File: src/common/adccal_pkg.sv
// Constants shared by the calibration control register bank.
// Assumes an 8-bit data, 15-bit address serial control frame.
package adccal_pkg;

    ////////////////////////////////////////////////////////////////////
    // Serial frame layout
    localparam int ADDR_W     = 15;
    localparam int DATA_W     = 8;
    localparam int CNT_W      = 5;
    localparam logic [CNT_W-1:0] CNT_HDR   = 5'h10;
    localparam logic [CNT_W-1:0] CNT_FRAME = 5'h18;
    localparam int HDR_RW_BIT = 15;

    ////////////////////////////////////////////////////////////////////
    // Register offsets
    localparam logic [ADDR_W-1:0] OFS_SETUP_MAIN = 15'h050;
    localparam logic [ADDR_W-1:0] OFS_SIG_RANGE  = 15'h051;
    localparam logic [ADDR_W-1:0] OFS_BG_CTRL    = 15'h057;
    localparam logic [ADDR_W-1:0] OFS_PAT_OVR    = 15'h058;
    localparam logic [ADDR_W-1:0] OFS_CAL_VECTOR = 15'h05a;
    localparam logic [ADDR_W-1:0] OFS_CAL_STATUS = 15'h05b;

    ////////////////////////////////////////////////////////////////////
    // Reset values and fixed status bits
    localparam logic [DATA_W-1:0] RST_SETUP_MAIN = 8'h06;
    localparam logic [DATA_W-1:0] RST_SIG_RANGE  = 8'hf4;
    localparam logic [DATA_W-1:0] RST_BG_CTRL    = 8'h10;
    localparam logic [DATA_W-1:0] RST_PAT_OVR    = 8'h00;
    localparam logic [5:0]        STATUS_RSV     = 6'h02;

    ////////////////////////////////////////////////////////////////////
    // Field positions
    localparam int BIT_TS_EN   = 5;
    localparam int BIT_VEC_EN  = 4;
    localparam int BIT_FG_TRIG = 3;
    localparam int RANGE_MSB   = 6;
    localparam int RANGE_LSB   = 4;
    localparam int BIT_BG_RUN  = 1;
    localparam int BIT_BG_MODE = 0;
    localparam int BIT_PAT_EN  = 2;
    localparam int BIT_OVR_EN  = 1;

    ////////////////////////////////////////////////////////////////////
    // Calibration engine states
    typedef enum logic [1:0] {
        cal_idle,
        cal_fg,
        cal_bg_run,
        cal_bg_stop
    } adccal_state_t;

endpackage : adccal_pkg

File: src/verilog/adccal_serial_port.sv
// Serial control port slave: 24-bit frames, rw flag, address, data.
// Assumes serial clock at most one eighth of clk_i; pins are async.
`timescale 1ns/1ps
module adccal_serial_port
    import adccal_pkg::*;
(
    input  wire logic              clk_i,
    input  wire logic              rst_n_i,
    input  wire logic              sclk_i,
    input  wire logic              cs_n_i,
    input  wire logic              sdi_i,
    input  wire logic [DATA_W-1:0] rdata_i,
    output logic                   wr_stb_o,
    output logic                   rd_stb_o,
    output logic [ADDR_W-1:0]      addr_o,
    output logic [DATA_W-1:0]      wdata_o,
    output logic                   sdo_o,
    output logic                   sdo_oe_o
);

    logic [1:0]       sclk_sync;
    logic [1:0]       cs_sync;
    logic [1:0]       sdi_sync;
    logic             sclk_prev;
    logic [15:0]      hdr;
    logic [CNT_W-1:0] bit_cnt;
    logic             is_read;
    logic             load_pend;
    logic [DATA_W-1:0] tx;

    wire              sclk_rise = sclk_sync[1] & ~sclk_prev;
    wire              sclk_fall = ~sclk_sync[1] & sclk_prev;
    wire              active    = ~cs_sync[1];
    wire              sdi_s     = sdi_sync[1];
    wire [CNT_W-1:0]  next_cnt  = bit_cnt + 5'h01;
    wire [15:0]       next_hdr  = {hdr[14:0], sdi_s};
    wire              out_phase = (bit_cnt > CNT_HDR) &&
                                  (bit_cnt < CNT_FRAME);

    ////////////////////////////////////////////////////////////////////
    // Pin synchronisers
    always_ff @(posedge clk_i or negedge rst_n_i)
    begin
        if (!rst_n_i)
        begin
            sclk_sync <= 2'h0;
            cs_sync   <= 2'h3;
            sdi_sync  <= 2'h0;
            sclk_prev <= 1'b0;
        end
        else
        begin
            sclk_sync <= {sclk_sync[0], sclk_i};
            cs_sync   <= {cs_sync[0], cs_n_i};
            sdi_sync  <= {sdi_sync[0], sdi_i};
            sclk_prev <= sclk_sync[1];
        end
    end

    ////////////////////////////////////////////////////////////////////
    // Frame shifter
    always_ff @(posedge clk_i or negedge rst_n_i)
    begin
        if (!rst_n_i)
        begin
            hdr       <= 16'h0000;
            bit_cnt   <= 5'h00;
            is_read   <= 1'b0;
            load_pend <= 1'b0;
            tx        <= 8'h00;
            addr_o    <= 15'h0000;
            wdata_o   <= 8'h00;
            wr_stb_o  <= 1'b0;
            rd_stb_o  <= 1'b0;
            sdo_o     <= 1'b0;
            sdo_oe_o  <= 1'b0;
        end
        else
        begin
            wr_stb_o  <= 1'b0;
            rd_stb_o  <= 1'b0;
            load_pend <= 1'b0;
            if (!active)
            begin
                bit_cnt  <= 5'h00;
                is_read  <= 1'b0;
                sdo_oe_o <= 1'b0;
            end
            else if (sclk_rise && bit_cnt != CNT_FRAME)
            begin
                bit_cnt <= next_cnt;
                hdr     <= next_hdr;
                if (next_cnt == CNT_HDR)
                begin
                    addr_o    <= next_hdr[ADDR_W-1:0];
                    is_read   <= next_hdr[HDR_RW_BIT];
                    load_pend <= next_hdr[HDR_RW_BIT];
                end
                if (next_cnt == CNT_FRAME && !is_read)
                begin
                    wr_stb_o <= 1'b1;
                    wdata_o  <= next_hdr[DATA_W-1:0];
                end
            end
            else if (load_pend)
            begin
                // Read data is taken once, so side effects fire once
                tx       <= rdata_i;
                sdo_o    <= rdata_i[DATA_W-1];
                sdo_oe_o <= 1'b1;
                rd_stb_o <= 1'b1;
            end
            else if (sclk_fall && is_read && out_phase)
            begin
                tx    <= {tx[DATA_W-2:0], 1'b0};
                sdo_o <= tx[DATA_W-2];
            end
        end
    end

endmodule : adccal_serial_port

File: src/verilog/adccal_ctrl_regs.sv
// Calibration control register bank with its calibration sequencer.
// Assumes a host on the serial control port; all pins asynchronous.
`timescale 1ns/1ps
module adccal_ctrl_regs
    import adccal_pkg::*;
#(
    parameter int FG_CAL_CYCLES   = 256,
    parameter int BG_PASS_CYCLES  = 512,
    parameter int STOP_CYCLES     = 16,
    parameter int VEC_DEPTH       = 16
)
(
    input  wire logic       clk_i,
    input  wire logic       reset_n_i,
    input  wire logic       sclk_i,
    input  wire logic       cs_n_i,
    input  wire logic       sdi_i,
    input  wire logic       timestamp_i,
    output logic            sdo_o,
    output logic            sdo_oe_o,
    output logic            timestamp_capture_o,
    output logic            vector_access_en_o,
    output logic [2:0]      signal_range_select_o,
    output logic            test_pattern_enable_o,
    output logic            overrange_enable_o,
    output logic            bg_mode_o,
    output logic            cal_running_o,
    output logic            cal_done_o,
    output logic            cal_stopped_o
);

    localparam int VI_W = $clog2(VEC_DEPTH);
    localparam logic [15:0] FG_LAST   = 16'(FG_CAL_CYCLES - 1);
    localparam logic [15:0] BG_LAST   = 16'(BG_PASS_CYCLES - 1);
    localparam logic [15:0] STOP_LAST = 16'(STOP_CYCLES - 1);

    logic [1:0]        rst_sync;
    wire               rst_n = rst_sync[1];

    logic              wr_stb;
    logic              rd_stb;
    logic [ADDR_W-1:0] addr;
    logic [DATA_W-1:0] wdata;
    logic [DATA_W-1:0] rdata;

    logic [DATA_W-1:0] setup_main;
    logic [DATA_W-1:0] sig_range;
    logic [DATA_W-1:0] bg_ctrl;
    logic [DATA_W-1:0] pat_ovr;
    logic [DATA_W-1:0] vec_mem [VEC_DEPTH];
    logic [VI_W-1:0]   vec_idx;

    logic              fg_pulse;
    logic              fg_pend;
    adccal_state_t     state;
    adccal_state_t     next_state;
    logic [15:0]       cnt;
    logic [15:0]       next_cnt;
    logic              next_done;
    logic [1:0]        ts_sync;

    ////////////////////////////////////////////////////////////////////
    // Reset release
    always_ff @(posedge clk_i or negedge reset_n_i)
    begin
        if (!reset_n_i)
            rst_sync <= 2'h0;
        else
            rst_sync <= {rst_sync[0], 1'b1};
    end

    adccal_serial_port u_port (
        .clk_i    (clk_i),
        .rst_n_i  (rst_n),
        .sclk_i   (sclk_i),
        .cs_n_i   (cs_n_i),
        .sdi_i    (sdi_i),
        .rdata_i  (rdata),
        .wr_stb_o (wr_stb),
        .rd_stb_o (rd_stb),
        .addr_o   (addr),
        .wdata_o  (wdata),
        .sdo_o    (sdo_o),
        .sdo_oe_o (sdo_oe_o)
    );

    ////////////////////////////////////////////////////////////////////
    // Decode
    function automatic logic hit(input logic [ADDR_W-1:0] a,
                                 input logic [ADDR_W-1:0] ofs);
        return a == ofs;
    endfunction : hit

    wire bg_active = (state == cal_bg_run) || (state == cal_bg_stop);
    wire bg_mode   = bg_ctrl[BIT_BG_MODE];
    wire bg_run    = bg_ctrl[BIT_BG_RUN];
    wire vec_en    = setup_main[BIT_VEC_EN];
    wire wr_setup  = wr_stb && hit(addr, OFS_SETUP_MAIN);
    wire wr_range  = wr_stb && hit(addr, OFS_SIG_RANGE);
    wire wr_bg     = wr_stb && hit(addr, OFS_BG_CTRL);
    wire wr_pat    = wr_stb && hit(addr, OFS_PAT_OVR);
    wire wr_vec    = wr_stb && hit(addr, OFS_CAL_VECTOR);
    wire rd_vec    = rd_stb && hit(addr, OFS_CAL_VECTOR);
    wire vec_step  = vec_en && (wr_vec || rd_vec);
    wire [DATA_W-1:0] status_word = {STATUS_RSV, cal_stopped_o,
                                     cal_done_o};

    assign rdata =
        hit(addr, OFS_SETUP_MAIN) ? setup_main :
        hit(addr, OFS_SIG_RANGE)  ? sig_range  :
        hit(addr, OFS_BG_CTRL)    ? bg_ctrl    :
        hit(addr, OFS_PAT_OVR)    ? pat_ovr    :
        hit(addr, OFS_CAL_VECTOR) ? (vec_en ? vec_mem[vec_idx] : 8'h00) :
        hit(addr, OFS_CAL_STATUS) ? status_word : 8'h00;

    ////////////////////////////////////////////////////////////////////
    // Software registers
    always_ff @(posedge clk_i or negedge rst_n)
    begin
        if (!rst_n)
        begin
            setup_main <= RST_SETUP_MAIN;
            sig_range  <= RST_SIG_RANGE;
            bg_ctrl    <= RST_BG_CTRL;
            pat_ovr    <= RST_PAT_OVR;
            fg_pulse   <= 1'b0;
        end
        else
        begin
            // Setup and range are frozen while background calibration runs; BG control takes only its run bit
            fg_pulse <= wr_setup && !bg_active && wdata[BIT_FG_TRIG];
            if (wr_setup && !bg_active)
                setup_main <= wdata;
            else if (fg_pulse)
                setup_main[BIT_FG_TRIG] <= 1'b0;
            if (wr_range && !bg_active)
                sig_range <= wdata;
            if (wr_bg && bg_active)
                bg_ctrl[BIT_BG_RUN] <= wdata[BIT_BG_RUN];
            else if (wr_bg)
                bg_ctrl <= wdata;
            if (wr_pat)
                pat_ovr <= wdata;
        end
    end

    ////////////////////////////////////////////////////////////////////
    // Calibration vector scan access
    always_ff @(posedge clk_i)
    begin
        if (vec_en && wr_vec)
            vec_mem[vec_idx] <= wdata;
    end

    always_ff @(posedge clk_i or negedge rst_n)
    begin
        if (!rst_n)
            vec_idx <= '0;
        else if (!vec_en)
            vec_idx <= '0;
        else if (vec_step)
            vec_idx <= vec_idx + 1'b1;
    end

    ////////////////////////////////////////////////////////////////////
    // Calibration sequencer
    always_comb
    begin
        next_state = state;
        next_cnt   = cnt + 16'h0001;
        next_done  = cal_done_o;
        if (fg_pulse)
        begin
            next_state = cal_idle;
            next_cnt   = 16'h0000;
        end
        else
        begin
            case (state)
                cal_idle:
                begin
                    next_cnt = 16'h0000;
                    if (fg_pend)
                        next_state = cal_fg;
                    else if (bg_mode && bg_run)
                        next_state = cal_bg_run;
                end
                cal_fg:
                    if (cnt == FG_LAST)
                    begin
                        next_done  = 1'b1;
                        next_cnt   = 16'h0000;
                        next_state = (bg_mode && bg_run) ? cal_bg_run
                                                         : cal_idle;
                    end
                cal_bg_run:
                    if (!bg_mode || !bg_run)
                    begin
                        next_state = cal_bg_stop;
                        next_cnt   = 16'h0000;
                    end
                    else if (cnt == BG_LAST)
                    begin
                        next_done = 1'b1;
                        next_cnt  = 16'h0000;
                    end
                cal_bg_stop:
                    if (bg_mode && bg_run)
                    begin
                        next_state = cal_bg_run;
                        next_cnt   = 16'h0000;
                    end
                    else if (cnt == STOP_LAST)
                        next_state = cal_idle;
                default:
                    next_state = cal_idle;
            endcase
        end
    end

    always_ff @(posedge clk_i or negedge rst_n)
    begin
        if (!rst_n)
        begin
            state         <= cal_idle;
            cnt           <= 16'h0000;
            fg_pend       <= 1'b0;
            cal_done_o    <= 1'b0;
            cal_running_o <= 1'b0;
            cal_stopped_o <= 1'b1;
        end
        else
        begin
            state         <= next_state;
            cnt           <= next_cnt;
            cal_done_o    <= next_done;
            fg_pend       <= fg_pulse || (fg_pend && state != cal_idle);
            cal_running_o <= next_state != cal_idle;
            cal_stopped_o <= (state == cal_idle) && !fg_pend
                             && !fg_pulse;
        end
    end

    ////////////////////////////////////////////////////////////////////
    // Outputs and timestamp capture
    always_ff @(posedge clk_i or negedge rst_n)
    begin
        if (!rst_n)
        begin
            ts_sync             <= 2'h0;
            timestamp_capture_o <= 1'b0;
        end
        else
        begin
            ts_sync             <= {ts_sync[0], timestamp_i};
            timestamp_capture_o <= setup_main[BIT_TS_EN] && ts_sync[1];
        end
    end

    assign vector_access_en_o    = vec_en;
    assign signal_range_select_o = sig_range[RANGE_MSB:RANGE_LSB];
    assign test_pattern_enable_o = pat_ovr[BIT_PAT_EN];
    assign overrange_enable_o    = pat_ovr[BIT_OVR_EN];
    assign bg_mode_o             = bg_mode;

    ////////////////////////////////////////////////////////////////////
    // Checks
    a_fg_self_clear: assert property (
        @(posedge clk_i) disable iff (!rst_n)
        fg_pulse |=> !setup_main[BIT_FG_TRIG] && !fg_pulse)
        else $error("foreground trigger did not self-clear");

    a_fg_restart: assert property (
        @(posedge clk_i) disable iff (!rst_n)
        fg_pulse ##1 !fg_pulse |-> state == cal_idle ##1 state == cal_fg)
        else $error("trigger did not restart foreground run");

    a_done_first: assert property (
        @(posedge clk_i) disable iff (!rst_n)
        state == cal_fg && cnt == FG_LAST && !fg_pulse |=> cal_done_o)
        else $error("done flag missing after foreground run");

    a_bg_start: assert property (
        @(posedge clk_i) disable iff (!rst_n)
        state == cal_idle && !fg_pend && !fg_pulse && bg_mode && bg_run
        |=> state == cal_bg_run ##1 !cal_stopped_o)
        else $error("background run did not start");

    a_bg_pause: assert property (
        @(posedge clk_i) disable iff (!rst_n)
        state == cal_bg_run && !bg_run && !fg_pulse
        |=> state == cal_bg_stop ##1 !cal_stopped_o)
        else $error("pause did not enter stopping phase");

    a_range_lock: assert property (
        @(posedge clk_i) disable iff (!rst_n)
        wr_range && bg_active |=> $stable(sig_range))
        else $error("range changed during background run");

    a_vec_gate: assert property (
        @(posedge clk_i) disable iff (!rst_n)
        (wr_vec || rd_vec) && !vec_en |=> vec_idx == '0)
        else $error("vector access moved while disabled");

    a_pat_write: assert property (
        @(posedge clk_i) disable iff (!rst_n)
        wr_pat |=> test_pattern_enable_o == $past(wdata[BIT_PAT_EN]))
        else $error("test pattern enable not updated");

    a_ts_gate: assert property (
        @(posedge clk_i) disable iff (!rst_n)
        !setup_main[BIT_TS_EN] |=> !timestamp_capture_o)
        else $error("timestamp captured while disabled");

endmodule : adccal_ctrl_regs

File: config.mk
export PLATFORM = sky130hd
export DESIGN_NAME = adccal_ctrl_regs
export DESIGN_NICKNAME = d
export VERILOG_FILES = /design/src/common/adccal_pkg.sv /design/src/verilog/adccal_serial_port.sv /design/src/verilog/adccal_ctrl_regs.sv
export SDC_FILE = /design/constraint.sdc
export NUM_CORES = 1
export LEC_CHECK = 0
export BUFFER_PORTS_ARGS = -buffer_cell sky130_fd_sc_hd__buf_4
export CORE_MARGIN = 2
export CORE_UTILIZATION = 62
export CTS_CLUSTER_DIAMETER = 120
export DETAILED_ROUTE_END_ITERATION = 8
export PLACE_DENSITY_LB_ADDON = 0.25
export SLEW_MARGIN = 20
export SYNTH_ARGS = -nofsm -noshare
export SYNTH_HDL_FRONTEND = slang
export SYNTH_SLANG_ARGS = --single-unit
File: constraint.sdc
create_clock -name clk_i -period 4.95 [get_ports clk_i]
set_input_delay 0.495 -clock clk_i [delete_from_list [all_inputs] [get_ports clk_i]]
set_output_delay 0.495 -clock clk_i [all_outputs]
set_load 0.01 [all_outputs]
==> results.sh <==
export IMPL_status="completed"
export IMPL_min_period_over_period_pct=65.6
export IMPL_async_reset_ff_share_pct=49.8
export IMPL_clock_skew_ps=19.4
export IMPL_setup_violations=0
export IMPL_cts_buffers=26
export IMPL_firstDrtPassIters=5
export IMPL_clockBufferDepth=3
export IMPL_path_class="register to register"
export IMPL_h_tree_depth=1
export IMPL_die_h_um=137
export IMPL_syn_num_nets=746
export IMPL_grt_pass1_wl_um=35200
export IMPL_critPathBufInv=0
export IMPL_worst_ep_required_time_ps=5090
export IMPL_relSlewSlack_pct=28.2
export IMPL_critPathTopFamily="simple AND/OR/NAND/NOR gates"
export IMPL_p_leak_nw=4.72
export IMPL_core_area_um2=17200
export IMPL_dieArea_um2=18700
export IMPL_antenna_found_initial=2
export IMPL_avgSynthCellArea_um2=15.0
export IMPL_min_period_ps=3250
export IMPL_setup_tns_final_ps=0
export IMPL_drt_total_wl_um=22400
export IMPL_yosysWarnings=0
export IMPL_drt_iter0_drc=515
export IMPL_vias_per_cell=6.24
export IMPL_dp_hpwl_um=14500
export IMPL_cp_end_kind="register"
export IMPL_worstHoldStart="timestamp_i"
export IMPL_grt_pass1_vias=6350
export IMPL_cts_sinks=255
export IMPL_synthCells=728
export IMPL_cellPowerDensity_nw_per_um2=363
export IMPL_cp_data_arrival_time_ps=3390
export IMPL_grt_max_degree=77
export IMPL_dr_total_vias=6207
export IMPL_path_cells="or3b_2 > nor4_4 > nand4_1 > nor3_1"
export IMPL_path_clk_slew_ps=60
export IMPL_insertion_delay_ps=530
export IMPL_synthFlopType="edfxtp_1"
export IMPL_timing_rr_start="u_port.addr_o[3]"
export IMPL_tightest_slew_ps=1070
export IMPL_cpPeakStageDelay_ps=930
export IMPL_hold_class="primary input to register"
export IMPL_irDropWorstVdd_uv=319
export IMPL_area_delta_synth_final_pct=11.4
export IMPL_ant_nets=0
export IMPL_die_x_um=137
export IMPL_p_total_mw=4.41
export IMPL_synth_edf_count=128
export IMPL_critPathMaxFanout=20
export IMPL_cp_startpoint="u_port.addr_o[3]"
export IMPL_synth_area_um2=10900
export IMPL_io_buffers=18
export IMPL_wl_per_cell_um=22.6
export IMPL_ys_seq_elements=255
export IMPL_grt_overflow=0
export IMPL_ios=19
export IMPL_gp_congestion=0.874
export IMPL_seq_area_frac_synth_pct=64.5
export IMPL_grt_total_usage_pct=25.1
export IMPL_root_buffer="clkbuf_16"
export IMPL_start_util_pct=63.3
export IMPL_start_kind="register"
export IMPL_maxCapViolations=0
export IMPL_drive_gt1_share_pct=24.6
export IMPL_drc=0
export IMPL_grt_setup_unrepaired="no"
export IMPL_crit_slowest_cell="nor3_1"
export IMPL_finalMaxSlewViolations=0
export IMPL_rows=48
export IMPL_postCtsSetupBuffers=0
export IMPL_max_freq_mhz=308
export IMPL_tritoncts="built"
export IMPL_hold_viol=0
export IMPL_nets=766
export IMPL_synthDistinctLibCells=70
## state kept, by name (all words and copies together) (netlist names), 7 cells and up
signal and cells:
bg_ctrl 8, cnt 16, pat_ovr 8, setup_main 8, sig_range 8, u_port.addr_o 15, u_port.hdr 15, u_port.tx 7
u_port.wdata_o 8, vec_mem 128
## worst register-to-register path: stages (launching register included)
cell and delay [ps]:
dfrtp_1 670, or3b_2 550, nor4_4 330, nand4_1 380, nor3_1 930
## cell type report
| class | instances | area, um^2 |
|---|---|---|
| sequential | 255 | 7040 |
| fill | 1069 | 5090 |
| multi-input combinational | 416 | 3650 |
| clock buffer | 32 | 704 |
| tap | 225 | 282 |
| clock inverter | 16 | 203 |
| timing repair buffer | 23 | 175 |
| inverter | 26 | 97.6 |
| antenna | 1 | 2.50 |
## worst paths after layout
path | end | slack (ps) | cells after the start
max | vec_mem[0][4] | 1700 | 4
min | ts_sync[0] | 70 | 1
max reg2reg | vec_mem[0][4] | 1700 | 4
min reg2reg | rst_sync[1] | 350 | 0
max in group asynchronous | u_port.hdr[7] | 3250 | 1
min in group asynchronous | rst_sync[1] | 300 | 2
## report_power, final
group,internal [mW],switching (mW)
sequential,2.25,0.0523
combinational,0.0325,0.0227
clock,1.27,0.781
## cell families after synthesis
family                   synth area share (%)
adder cells (fa/ha/maj)                  1.38
buffers and inverters                    2.23
AO/OA/AOI/OAI                            5.06
AND/OR/NAND/NOR                          9.82
flip-flops                               64.5
XOR/XNOR                                 1.85
multiplexers                             15.1
other                                  0.0344
## metrics by stage
step                      utilization (%)  cells  worst slack [ps]  area [um^2]  hold WS [ps]
final                                70.5    994              1700        12200          74.4
after global routing                 70.5    993              1520        12100          63.9
after CTS                            70.4    993              1640        12100          66.5
after detailed placement             65.0    944              1660        11200           279
after global placement               65.0    944              1870        11200           278
after floorplan                         -    728              1170        10900           199
## repair_timing
action | 4_1_cts | 5_1_grt
hold endpoints to repair | 2 | 0
hold buffers | 1 | 0
setup endpoints to repair | 0 | 0
gates resized for setup | 0 | 0
## cells in the mapped netlist, types with 8 or more instances
| library cell | count | area share (%) |
|---|---|---|
| mux2_1 | 9 | 0.93 |
| nand3_1 | 13 | 0.60 |
| a21oi_1 | 10 | 0.46 |
| dfrtp_1 | 116 | 27 |
| o21ai_0 | 17 | 0.78 |
| edfxtp_1 | 128 | 35 |
| xnor2_1 | 10 | 0.80 |
| nand4_1 | 15 | 0.86 |
| mux4_2 | 36 | 7.4 |
| inv_1 | 25 | 0.86 |
| mux2_2 | 59 | 6.1 |
| and2_1 | 8 | 0.46 |
| clkbuf_1 | 16 | 0.55 |
| nor2b_1 | 10 | 0.57 |
| o22ai_1 | 18 | 1.0 |
| xor2_1 | 13 | 1.0 |
| nor2_1 | 53 | 1.8 |
| nand2_1 | 29 | 1.0 |
| ha_1 | 12 | 1.4 |
| nor3_1 | 10 | 0.46 |
| dfstp_2 | 11 | 2.7 |
## metal layers
layer	track usage, %	share of wire [%]	wire, um
met5	0	0.058	13
met4	7.64	2.4	539
met3	6.00	6.0	1350
met2	40.6	49	11100
met1	34.2	42	9430
## cell usage in the layout, fill, tap and decap left out, drive strengths merged, types with 18 or more instances in the layout
cell type  netlist  final
o21ai           18     18
inv             26     26
mux2            68     68
o22ai           18     18
buf             15     22
dfrtp          116    116
mux4            36     36
nand2           29     29
clkbuf          16     32
nor2            55     55
edfxtp         128    128
No activity file was read; power rests on OpenSTA's default activity.
